## src/verilog/txq_sched_regs.vh

```
`ifndef TXQ_SCHED_REGS_VH
`define TXQ_SCHED_REGS_VH
// register offsets (byte addresses, 16-bit registers)
`define P1_HIGH_QUEUES_RATE_OFS  8'hc8
`define P1_LOW_QUEUES_RATE_OFS   8'hca
`define P2_HIGH_QUEUES_RATE_OFS  8'hcc
`define P2_LOW_QUEUES_RATE_OFS   8'hce
// high register: queue 2 in upper byte, queue 3 in lower byte
// low register: queue 0 in upper byte, queue 1 in lower byte
`define UPPER_MODE_BIT           15
`define UPPER_RATIO_MSB          14
`define UPPER_RATIO_LSB          8
`define LOWER_MODE_BIT           7
`define LOWER_RATIO_MSB          6
`define LOWER_RATIO_LSB          0
`define HIGH_QUEUES_RATE_RESET   16'h8488
`define LOW_QUEUES_RATE_RESET    16'h8182
// scheduling period
`define PERIOD_US                10
`define CLK_MHZ                  50
`define PERIOD_CYCLES            (`PERIOD_US * `CLK_MHZ)
`endif

```

## src/verilog/txq_priority_rate_scheduler.v

```verilog
// Contract
// - queue 2 strict mode: drain queue 2 before any lower queue.
// - queue 2 ratio mode: cap queue 2 at its field count per period; code exceeds it when only exhausted queues are pending.
// - queue 2 ratio field is bits 14:8, resets to 4.
// - queue 3 strict mode: drain queue 3 before lower queues.
// - queue 3 ratio mode: cap queue 3 at bits 6:0 per period; code exceeds it when only exhausted queues are pending.
// - queue 3 ratio field is bits 6:0, resets to 8.
// - queue 0 strict mode: serve queue 0 only after higher queues.
// - queue 0 ratio mode: cap queue 0 at bits 14:8 per period; code exceeds it when only exhausted queues are pending.
// - queue 0 ratio field is bits 14:8 of low register, resets to 1.
// - queue 1 strict mode: empty queue 1 before queue 0.
// - queue 1 ratio mode: cap queue 1 at bits 6:0 per period; code exceeds it when only exhausted queues are pending.
// - queue 1 ratio field is bits 6:0 of low register, resets to 2.
// - each network port has its own pair of rate registers.
// - priority order is queue 3, 2, 1, then 0.
//
// Implementation choice: the strobed register port.
`include "txq_sched_regs.vh"
`default_nettype none
module txq_priority_rate_scheduler #(
   parameter PERIOD_CYCLES = `PERIOD_CYCLES
) (
   // clock and reset
   input  wire        mclk,
   input  wire        rstn,
   // register port
   input  wire [7:0]  addr,
   input  wire [15:0] wdata,
   input  wire        wr,
   input  wire        rd,
   output reg  [15:0] rdata_reg,
   // port 1 queue manager and mac
   input  wire [3:0]  p1_q_pending,
   input  wire        p1_mac_ready,
   output wire        p1_grant_vld,
   output wire [1:0]  p1_grant_q,
   output wire [3:0]  p1_exhausted,
   // port 2 queue manager and mac
   input  wire [3:0]  p2_q_pending,
   input  wire        p2_mac_ready,
   output wire        p2_grant_vld,
   output wire [1:0]  p2_grant_q,
   output wire [3:0]  p2_exhausted
);
   wire [15:0] p1_high;
   wire [15:0] p1_low;
   wire [15:0] p2_high;
   wire [15:0] p2_low;
   reg  [31:0] period_cnt_reg;
   reg         period_start_reg;

   // separate register pair per port
   txq_rate_regs #(
      .HIGH_OFS (`P1_HIGH_QUEUES_RATE_OFS),
      .LOW_OFS  (`P1_LOW_QUEUES_RATE_OFS)
   ) u_p1_regs (
      .mclk     (mclk),
      .rstn     (rstn),
      .addr     (addr),
      .wdata    (wdata),
      .wr       (wr),
      .high_reg (p1_high),
      .low_reg  (p1_low)
   );

   txq_rate_regs #(
      .HIGH_OFS (`P2_HIGH_QUEUES_RATE_OFS),
      .LOW_OFS  (`P2_LOW_QUEUES_RATE_OFS)
   ) u_p2_regs (
      .mclk     (mclk),
      .rstn     (rstn),
      .addr     (addr),
      .wdata    (wdata),
      .wr       (wr),
      .high_reg (p2_high),
      .low_reg  (p2_low)
   );

   // shared period timer keeps both ports on the same time base
   always @(posedge mclk or negedge rstn) begin
      if (!rstn) begin
         period_cnt_reg   <= 32'h0;
         period_start_reg <= 1'b0;
      end else if (period_cnt_reg >= PERIOD_CYCLES - 1) begin
         period_cnt_reg   <= 32'h0;
         period_start_reg <= 1'b1;
      end else begin
         period_cnt_reg   <= period_cnt_reg + 32'h1;
         period_start_reg <= 1'b0;
      end
   end

   txq_port_sched u_p1_sched (
      .mclk          (mclk),
      .rstn          (rstn),
      .high_reg      (p1_high),
      .low_reg       (p1_low),
      .period_start  (period_start_reg),
      .q_pending     (p1_q_pending),
      .mac_ready     (p1_mac_ready),
      .grant_vld_reg (p1_grant_vld),
      .grant_q_reg   (p1_grant_q),
      .exhausted_reg (p1_exhausted)
   );

   txq_port_sched u_p2_sched (
      .mclk          (mclk),
      .rstn          (rstn),
      .high_reg      (p2_high),
      .low_reg       (p2_low),
      .period_start  (period_start_reg),
      .q_pending     (p2_q_pending),
      .mac_ready     (p2_mac_ready),
      .grant_vld_reg (p2_grant_vld),
      .grant_q_reg   (p2_grant_q),
      .exhausted_reg (p2_exhausted)
   );

   // read data valid the cycle after rd only; unmapped reads zero
   always @(posedge mclk or negedge rstn) begin
      if (!rstn) begin
         rdata_reg <= 16'h0000;
      end else if (rd) begin
         case (addr)
            `P1_HIGH_QUEUES_RATE_OFS: rdata_reg <= p1_high;
            `P1_LOW_QUEUES_RATE_OFS:  rdata_reg <= p1_low;
            `P2_HIGH_QUEUES_RATE_OFS: rdata_reg <= p2_high;
            `P2_LOW_QUEUES_RATE_OFS:  rdata_reg <= p2_low;
            default:                  rdata_reg <= 16'h0000;
         endcase
      end else begin
         rdata_reg <= 16'h0000;
      end
   end
endmodule
`default_nettype wire

```

## src/verilog/txq_rate_regs.v

```verilog
`include "txq_sched_regs.vh"
`default_nettype none
// one pair of rate registers for one network port
module txq_rate_regs #(
   parameter [7:0] HIGH_OFS = `P1_HIGH_QUEUES_RATE_OFS,
   parameter [7:0] LOW_OFS  = `P1_LOW_QUEUES_RATE_OFS
) (
   // clock and reset
   input  wire        mclk,
   input  wire        rstn,
   // register write
   input  wire [7:0]  addr,
   input  wire [15:0] wdata,
   input  wire        wr,
   // register contents
   output reg  [15:0] high_reg,
   output reg  [15:0] low_reg
);
   always @(posedge mclk or negedge rstn) begin
      if (!rstn) begin
         high_reg <= `HIGH_QUEUES_RATE_RESET;
         low_reg  <= `LOW_QUEUES_RATE_RESET;
      end else if (wr) begin
         if (addr == HIGH_OFS) begin
            high_reg <= wdata;
         end
         if (addr == LOW_OFS) begin
            low_reg <= wdata;
         end
      end
   end
endmodule
`default_nettype wire

```

## src/verilog/txq_port_sched.v

```verilog
`include "txq_sched_regs.vh"
`default_nettype none
// per-port four-queue scheduler; one grant per free mac slot
module txq_port_sched (
   // clock and reset
   input  wire        mclk,
   input  wire        rstn,
   // configuration
   input  wire [15:0] high_reg,
   input  wire [15:0] low_reg,
   input  wire        period_start,
   // queue manager and mac
   input  wire [3:0]  q_pending,
   input  wire        mac_ready,
   output reg         grant_vld_reg,
   output reg  [1:0]  grant_q_reg,
   output reg  [3:0]  exhausted_reg
);
   wire [3:0] ratio_mode;
   wire [6:0] limit0;
   wire [6:0] limit1;
   wire [6:0] limit2;
   wire [6:0] limit3;
   reg  [6:0] cnt0_reg;
   reg  [6:0] cnt1_reg;
   reg  [6:0] cnt2_reg;
   reg  [6:0] cnt3_reg;
   reg  [3:0] eligible;
   reg  [3:0] pick;
   reg        pick_vld;
   reg  [1:0] pick_q;
   wire       issue;

   assign ratio_mode = {high_reg[`LOWER_MODE_BIT], high_reg[`UPPER_MODE_BIT],
                        low_reg[`LOWER_MODE_BIT], low_reg[`UPPER_MODE_BIT]};
   assign limit0 = low_reg[`UPPER_RATIO_MSB:`UPPER_RATIO_LSB];
   assign limit1 = low_reg[`LOWER_RATIO_MSB:`LOWER_RATIO_LSB];
   assign limit2 = high_reg[`UPPER_RATIO_MSB:`UPPER_RATIO_LSB];
   assign limit3 = high_reg[`LOWER_RATIO_MSB:`LOWER_RATIO_LSB];
   // a grant is offered only when the mac can take it
   assign issue = mac_ready & ~grant_vld_reg;

   always @* begin
      // ratio-mode queue at or over its count drops out; strict queues never do
      eligible[0] = q_pending[0] &
                    ~(ratio_mode[0] & (cnt0_reg >= limit0));
      eligible[1] = q_pending[1] &
                    ~(ratio_mode[1] & (cnt1_reg >= limit1));
      eligible[2] = q_pending[2] &
                    ~(ratio_mode[2] & (cnt2_reg >= limit2));
      eligible[3] = q_pending[3] &
                    ~(ratio_mode[3] & (cnt3_reg >= limit3));
      // nothing else waiting: an exhausted queue may still send
      pick = (eligible != 4'h0) ? eligible : q_pending;
      pick_vld = 1'b1;
      pick_q = 2'h0;
      // highest index wins: strict queues drain before lower ones
      if (pick[3]) begin
         pick_q = 2'h3;
      end else if (pick[2]) begin
         pick_q = 2'h2;
      end else if (pick[1]) begin
         pick_q = 2'h1;
      end else if (pick[0]) begin
         pick_q = 2'h0;
      end else begin
         pick_vld = 1'b0;
      end
   end

   always @(posedge mclk or negedge rstn) begin
      if (!rstn) begin
         grant_vld_reg <= 1'b0;
         grant_q_reg   <= 2'h0;
         cnt0_reg      <= 7'h00;
         cnt1_reg      <= 7'h00;
         cnt2_reg      <= 7'h00;
         cnt3_reg      <= 7'h00;
         exhausted_reg <= 4'h0;
      end else begin
         grant_vld_reg <= issue & pick_vld;
         if (issue & pick_vld) begin
            grant_q_reg <= pick_q;
         end
         if (period_start) begin
            cnt0_reg <= 7'h00;
            cnt1_reg <= 7'h00;
            cnt2_reg <= 7'h00;
            cnt3_reg <= 7'h00;
         end else if (issue & pick_vld) begin
            // saturate so a drained-anyway queue cannot wrap its count
            case (pick_q)
               2'h0: if (cnt0_reg != 7'h7f) cnt0_reg <= cnt0_reg + 7'h01;
               2'h1: if (cnt1_reg != 7'h7f) cnt1_reg <= cnt1_reg + 7'h01;
               2'h2: if (cnt2_reg != 7'h7f) cnt2_reg <= cnt2_reg + 7'h01;
               default: if (cnt3_reg != 7'h7f) cnt3_reg <= cnt3_reg + 7'h01;
            endcase
         end
         exhausted_reg <= ratio_mode &
            {cnt3_reg >= limit3, cnt2_reg >= limit2,
             cnt1_reg >= limit1, cnt0_reg >= limit0};
      end
   end
endmodule
`default_nettype wire

```

## config.mk

```make
export PLATFORM = sky130hd
export DESIGN_NAME = txq_priority_rate_scheduler
export DESIGN_NICKNAME = d
export VERILOG_FILES = /design/src/verilog/txq_priority_rate_scheduler.v /design/src/verilog/txq_rate_regs.v /design/src/verilog/txq_port_sched.v
export VERILOG_INCLUDE_DIRS = /design/src /design/src/verilog
export SDC_FILE = /design/constraint.sdc
export NUM_CORES = 1
export LEC_CHECK = 0
export BUFFER_PORTS_ARGS = -buffer_cell sky130_fd_sc_hd__clkbuf_2
export CELL_PAD_IN_SITES_DETAIL_PLACEMENT = 1
export CELL_PAD_IN_SITES_GLOBAL_PLACEMENT = 2
export CORE_ASPECT_RATIO = 0.9
export CORE_MARGIN = 4
export CORE_UTILIZATION = 45
export CTS_CLUSTER_DIAMETER = 120
export DETAILED_ROUTE_END_ITERATION = 7
export PLACE_DENSITY = 0.91
export SLEW_MARGIN = 20
export SYNTH_ARGS = -nofsm -noshare
export SYNTH_HDL_FRONTEND = slang
export SYNTH_HIERARCHICAL = 1
export SYNTH_SLANG_ARGS = --single-unit
```

## constraint.sdc

```tcl
create_clock -name mclk -period 8.5 [get_ports mclk]
set_clock_uncertainty 0.05 [all_clocks]
set_input_delay 0.425 -clock mclk [delete_from_list [all_inputs] [get_ports mclk]]
set_output_delay 0.425 -clock mclk [all_outputs]
set_load 0.005 [all_outputs]
```

# Word-level counts from Yosys, hierarchy flattened

Index checks and enable logic that the tools add are counted.

Logic and storage cells: 175
Output and inout port bits: 30
Bits in writable memories: 0
Latch bits: 0
Bits in read-only memories: 0
Memories: 0
Register bits: 183

Bitwise operators: 32
Equality and inequality tests: 18
Muxes and demuxes: 52
Order comparisons: 9
Shift-type cells: 0
Multiply operators: 0
Reductions and logical operators: 34
Divide/modulo/power cells: 0
Add/subtract/negate cells: 9

Operators by type and width:

| operator                                             | number |
|---|---|
| two-way mux 7 bit                                    | 32 |
| case mux 16 bit (4 select lines)                     | 1 |
| adder 7 x 1 -> 7 bit, second input constant          | 8 |
| >= comparator 7 bit                                  | 8 |
| != test 7 bit, second input constant                 | 8 |
| adder 32 x 1 -> 32 bit, second input constant        | 1 |
| equality test 8 bit, second input constant           | 4 |
| >= comparator 32 x 9 -> 1 bit, second input constant | 1 |
| two-way mux 32 bit                                   | 1 |
| nonzero test 2 bit                                   | 16 |
| AND reduction 3 bit                                  | 8 |
| AND 1 bit                                            | 20 |
| two-way mux 16 bit                                   | 1 |
| two-way mux 1 bit                                    | 11 |
| NOT 1 bit                                            | 10 |
| AND 4 bit                                            | 2 |
| two-way mux 2 bit                                    | 4 |
| two-way mux 4 bit                                    | 2 |
| AND reduction 2 bit                                  | 4 |
| nonzero test 4 bit                                   | 2 |
| OR reduction 3 bit                                   | 2 |
| equality test 2 x 1 -> 1 bit, second input constant  | 2 |
| equality test 2 bit, second input constant           | 2 |
| zero test 2 bit                                      | 2 |
| != test 2 x 1 -> 1 bit, second input constant        | 2 |

# Logic depth before layout (Yosys ltp)

Depth in word-level cells: 14
Depth in mapped cells: 11
Depth with buffers taken out: 10

# Hierarchy

The synthesis kept the hierarchy.

By module, submodules not included:

| module                       | instances | cells an instance | area each (µm²) |
|---|---|---|---|
| txq_port_sched at u_p1_sched | 1         | 294               | 2721.4 |
| txq_port_sched at u_p2_sched | 1         | 286               | 2622.5 |
| txq_priority_rate_scheduler  | 1         | 130               | 2080.7 |
| txq_rate_regs at u_p1_regs   | 1         | 72                | 1290.0 |
| txq_rate_regs at u_p2_regs   | 1         | 72                | 1287.5 |

# Worst setup path after synthesis

No wires, ideal clock.

Path kind: reg2reg
Start: register u_p1_regs.low_reg[8]
End: register u_p1_sched.cnt0_reg[3]
Period minus slack after synthesis: 2.713 ns
Setup slack: 5.787 ns
Arrival time: 2.538 ns
Setup time: 0.125 ns
Stages on the path, launching flop included: 9
Cells stage by stage: dfstp_2 ha_1 nand2b_4 a2111oi_4 o311ai_4 a211oi_1 o22ai_1 nor4_1 mux2_2

Longest elaborated chain between the ends: 13

RTL lines:

| element                                  | line                | RTL |
|---|---|---|
| from (decl)                              | txq_rate_regs.v:17  | `output reg [15:0] low_reg` |
| from (signal assigned)                   | txq_rate_regs.v:22  | `` low_reg <= `LOW_QUEUES_RATE_RESET; `` |
| from (signal assigned)                   | txq_rate_regs.v:28  | `low_reg <= wdata;` |
| >= comparator 7 bit (*)                  | txq_port_sched.v:46 | `~(ratio_mode[0] & (cnt0_reg >= limit0));` |
| AND 1 bit (*)                            | txq_port_sched.v:46 |  |
| NOT 1 bit (*)                            | txq_port_sched.v:46 |  |
| AND 1 bit (*)                            | txq_port_sched.v:45 | `eligible[0] = q_pending[0] &` |
| nonzero test 4 bit                       | txq_port_sched.v:54 | `pick = (eligible != 4'h0) ? eligible : q_pending;` |
| two-way mux 4 bit (*)                    | txq_port_sched.v:54 |  |
| two-way mux 1 bit                        | txq_port_sched.v:64 | `end else if (pick[0]) begin` |
| two-way mux 1 bit                        | txq_port_sched.v:62 | `end else if (pick[1]) begin` |
| two-way mux 1 bit                        | txq_port_sched.v:60 | `end else if (pick[2]) begin` |
| two-way mux 1 bit                        | txq_port_sched.v:58 | `if (pick[3]) begin` |
| AND 1 bit                                | txq_port_sched.v:90 | `end else if (issue & pick_vld) begin` |
| nonzero test 2 bit (no source line)      | -                   |  |
| AND reduction 3 bit (no source line) (*) | -                   |  |
| to (signal assigned)                     | txq_port_sched.v:93 | `2'h0: if (cnt0_reg != 7'h7f) cnt0_reg <= cnt0_reg + 7'h01;` |
| to (decl)                                | txq_port_sched.v:24 | `reg [6:0] cnt0_reg;` |

Mark *: on every way between the ends. The rest lies on a longest branch, timed or not.
A chain may end at the register's enable or synchronous reset.

# Final worst setup path

Start: register u_p2_sched.cnt2_reg[0]
End: register u_p2_sched.cnt2_reg[5]

Longest elaborated chain between the ends: 13

RTL lines:

| element                              | line                | RTL |
|---|---|---|
| from (decl)                          | txq_port_sched.v:26 | `reg [6:0] cnt2_reg;` |
| from (signal assigned)               | txq_port_sched.v:95 | `2'h2: if (cnt2_reg != 7'h7f) cnt2_reg <= cnt2_reg + 7'h01;` |
| >= comparator 7 bit                  | txq_port_sched.v:50 | `~(ratio_mode[2] & (cnt2_reg >= limit2));` |
| AND 1 bit                            | txq_port_sched.v:50 |  |
| NOT 1 bit                            | txq_port_sched.v:50 |  |
| AND 1 bit                            | txq_port_sched.v:49 | `eligible[2] = q_pending[2] &` |
| nonzero test 4 bit                   | txq_port_sched.v:54 |  |
| two-way mux 4 bit                    | txq_port_sched.v:54 |  |
| two-way mux 1 bit                    | txq_port_sched.v:64 |  |
| two-way mux 1 bit                    | txq_port_sched.v:62 |  |
| two-way mux 1 bit                    | txq_port_sched.v:60 |  |
| two-way mux 1 bit                    | txq_port_sched.v:58 |  |
| AND 1 bit                            | txq_port_sched.v:90 |  |
| nonzero test 2 bit (no source line)  | -                   |  |
| AND reduction 3 bit (no source line) | -                   |  |

Several ways; a longest one is shown, not always the timed one. The select of a mux whose other input is x is not followed.

==> results.tsv <==
stage	metric	value	unit
outcome	outcome	finished, final reports clean	
critical_path	critPathMaxStageDelay	0.75	ns
synthesis	share_of_yosys_cell_area_claimed_by_the_top_area_cell_type	0.418	
clock_network	clk-insertion-delay-late	0.45	ns
power	seqPwrFrac	0.482	
global_route	grt_antenna_before_repair	0	
clock_network	clock_transition_at_the_registers_of_the_reported_paths	0.07	ns
floorplanning	die_area	0.0247	mm^2
clock_network	tritoncts	built	
synthesis	post_synth_instance_area	0.0100	mm^2
critical_path	arrival	3.69	ns
floorplanning	die_h	149	um
timing	fin_setup_tns	0	ns
global_route	grt_max_degree	110	
critical_path	regToRegSetupSlack	5.11	ns
synthesis	syn_avg_cell_area	11.7	um^2
critical_path	worstSetupStartpointType	register	
place	place_congestion	0.816	
global_route	globalRouteTotalUtil	0.216	
power	power.switching	536	uW
clock_network	clock_path_buffers	2	
drt	drtAntennaViolNets	0	
drt	drt_wl_total	25.1	mm
synthesis	synth_largest_area_cell	dfrtp_1	
clock_network	clockRootBuffer	clkbuf_16	
place	dpl_hpwl	17.7	mm
layout	fin_nets	1048	
drt	vias_per_cell	5.65	
timing	rsz0062_at_grt	no	
timing	final_max_slew_viol_count	0	
timing	setup_viol_count_final	0	
timing	hold_viol	0	
layout	drive_above_1_share	0.265	
critical_path	path_max_fanout	11	
synthesis	synth_common_cells	dfrtp_1 (167), inv_1 (84), ha_1 (65)	
synthesis	synth_top_flop_cell	dfrtp_1	
synthesis	synth_edf_count	0	
power	internal_power	1.37	mW
clock_network	post_cts_hold_buffer_count	0	
power	pleak	4.95	nW
synthesis	post_synthesis_sequential_area_ratio	0.460	
floorplanning	dieWidth	165	um
critical_path	cp.required	8.80	ns
drt	initialDrtViolationCount	326	
timing	maxSlewHeadroom	0.247	
synthesis	async_flop_share	1.00	
timing	finalWorstPathRequiredPeriod	3.39	ns
timing	finalCritPeriodShare	0.399	
clock_network	cts_buffer_count	17	
critical_path	worst_setup_path_end_kind	register	
layout	largest_register_ffs	32	
synthesis	yosysWarningCount	6	
power	share_comb_of_total_power	0.084	
critical_path	crit-reg2reg-launch	u_p2_sched/cnt2_reg[0]$_DFFE_PN0P_	
critical_path	r2r-end	u_p2_sched/cnt2_reg[5]$_DFFE_PN0P_	
drt	wl_per_cell	20.1	um
layout	n_antenna_cell	0	
place	placement.cell_area	0.0107	mm^2
layout	area_growth_syn_to_layout	12.7	%
synthesis	yosys.cell_count.top_type	dfrtp_1	
power	p_clk_frac	0.434	
clock_network	tritoncts_num_sinks	183	
timing	fmax	0.295	GHz
synthesis	synth_area_leaders	dfrtp_1 (42%), ha_1 (8.1%), mux2_2 (5.6%)	
critical_path	start_to_end_type_of_the_worst_setup_path	reg2reg	
clock_network	h-tree-depth	4	
global_route	grt_pass1_wl	41.7	mm
power	irDropWorstVdd	0.130	mV
place	io_buffer_count	67	
floorplanning	ios	68	
critical_path	slowest_stage	a2111oi_0	
drt	drt-pass1-iter-count	4	
power	powerDensity	169	mW/mm^2
synthesis	yosysUniqueCellTypes	87	
clock_network	post_cts_buffers	0	
layout	stdcell_area	0.0113	mm^2
run	cap_violations	0	
drt	vias	7063	
global_route	gr-total-overflow	0	
critical_path	rr_worst_depth	10	
timing	setup_ws	5.11	ns
worst_hold_path	worstHoldPathType	in2async	
floorplanning	floorplan.core_area	0.0218	mm^2
place	preCtsSetupSlack	5.23	ns
synthesis	synth_cells	854	
power	power_switching_share	0.281	
critical_path	critPathMostFrequentCell	inv_1	
timing	worst-slew-pin-transition	1.13	ns
floorplanning	floorplan.rows	51	
floorplanning	initial_core_util	0.460	
synthesis	synth_seq_cells	183	
critical_path	crit_chain	inv_1 -> ha_1 -> nand2b_1 -> a2111oi_0 -> o31a_1 -> inv_1 -> o21ai_0 -> nand3_1 -> or3_1 -> a21oi_1	
clock_network	cts_resized	0	
drt	drt_drc_violations_left	0	
global_route	first_global_vias	7562	
==> worst max path at each step <==
| stage | from | end |
|---|---|---|
| 2_1_floorplan | u_p1_regs/low_reg[8]$_DFFE_PN1P_ | u_p1_sched/cnt0_reg[3]$_DFFE_PN0P_ |
| 3_3_place_gp | u_p2_sched/cnt2_reg[0]$_DFFE_PN0P_ | u_p2_sched/cnt3_reg[1]$_DFFE_PN0P_ |
| 3_5_place_dp | u_p2_sched/cnt2_reg[0]$_DFFE_PN0P_ | u_p2_sched/cnt3_reg[1]$_DFFE_PN0P_ |
| 4_1_cts | u_p2_sched/cnt2_reg[0]$_DFFE_PN0P_ | u_p2_sched/cnt2_reg[5]$_DFFE_PN0P_ |
| 5_1_grt | u_p2_sched/cnt2_reg[0]$_DFFE_PN0P_ | u_p2_sched/cnt2_reg[4]$_DFFE_PN0P_ |
| 6_report | u_p2_sched/cnt2_reg[0]$_DFFE_PN0P_ | u_p2_sched/cnt2_reg[5]$_DFFE_PN0P_ |
==> cells in the final DEF (no fill, tap or decap), types with 14 or more instances in the layout <==
master       n
a21oi_1     35
clkbuf_16   17
clkbuf_2    66
conb_1      23
dfrtp_1    166
dfstp_2     16
ha_1        65
inv_1       84
mux2_2      50
mux2_4      20
mux4_2      16
nand2_1     22
nand3_1     31
nor2_1      50
nor2b_1     26
nor4_1      16
o21ai_0     26
or3_1       14
xnor2_1     15
==> power by group through the flow <==
stage	sequential (mW)	combinational, mW	clock, mW
floorplan	0.929	0.0953	0
global placement	0.935	0.155	0
detailed placement	0.937	0.159	0
CTS	0.920	0.162	0.848
global route	0.923	0.178	0.895
finish	0.920	0.160	0.827
==> worst max-delay path: cells and delay by family (launching register included) <==
| family | cells | cell delay (ns) |
|---|---|---|
| buffers and inverters | 2 | 0.19 |
| adder cells (fa/ha/maj) | 1 | 0.27 |
| AND/OR/NAND/NOR | 3 | 0.97 |
| AO/OA/AOI/OAI | 4 | 1.40 |
| flip-flops | 1 | 0.42 |
==> metal layers <==
layer | track usage | part of all wire | vias to the layer above
met2 | 0.370 | 0.51 | 104
met1 | 0.292 | 0.45 | 3654
met5 | 0 | 0 | -
met3 | 0.0330 | 0.028 | 27
met4 | 0.0495 | 0.012 | 0
li1 | - | - | 3278
==> stage by stage <==
step / util / total power [mW] / std cells / hold slack (ns)
2_1_floorplan: - / 1.02 / 876 / 0.0794
3_3_place_gp: 0.490 / 1.09 / 1217 / 0.437
3_5_place_dp: 0.490 / 1.10 / 1217 / 0.436
4_1_cts: 0.518 / 1.93 / 1249 / 0.104
5_1_grt: 0.518 / 2.00 / 1249 / 0.138
6_report: 0.518 / 1.91 / 1249 / 0.0575
==> cell families after synthesis <==
logic type	after synthesis	share of synthesized area
buffers and inverters	105	0.0493
multiplexers	93	0.129
adder cells (fa/ha/maj)	65	0.0813
XOR/XNOR	16	0.0140
flip-flops	183	0.460
other	1	0.000375
AO/OA/AOI/OAI	152	0.120
AND/OR/NAND/NOR	239	0.146
==> cell type report <==
| type | count | area, um^2 |
|---|---|---|
| clock buffer | 17 | 425 |
| clock inverter | 15 | 194 |
| tap | 291 | 364 |
| sequential | 183 | 4600 |
| timing repair buffer | 71 | 374 |
| fill | 2341 | 10500 |
| multi-input combinational | 588 | 5000 |
| inverter | 84 | 315 |
Power figures use the tool's default switching activity.
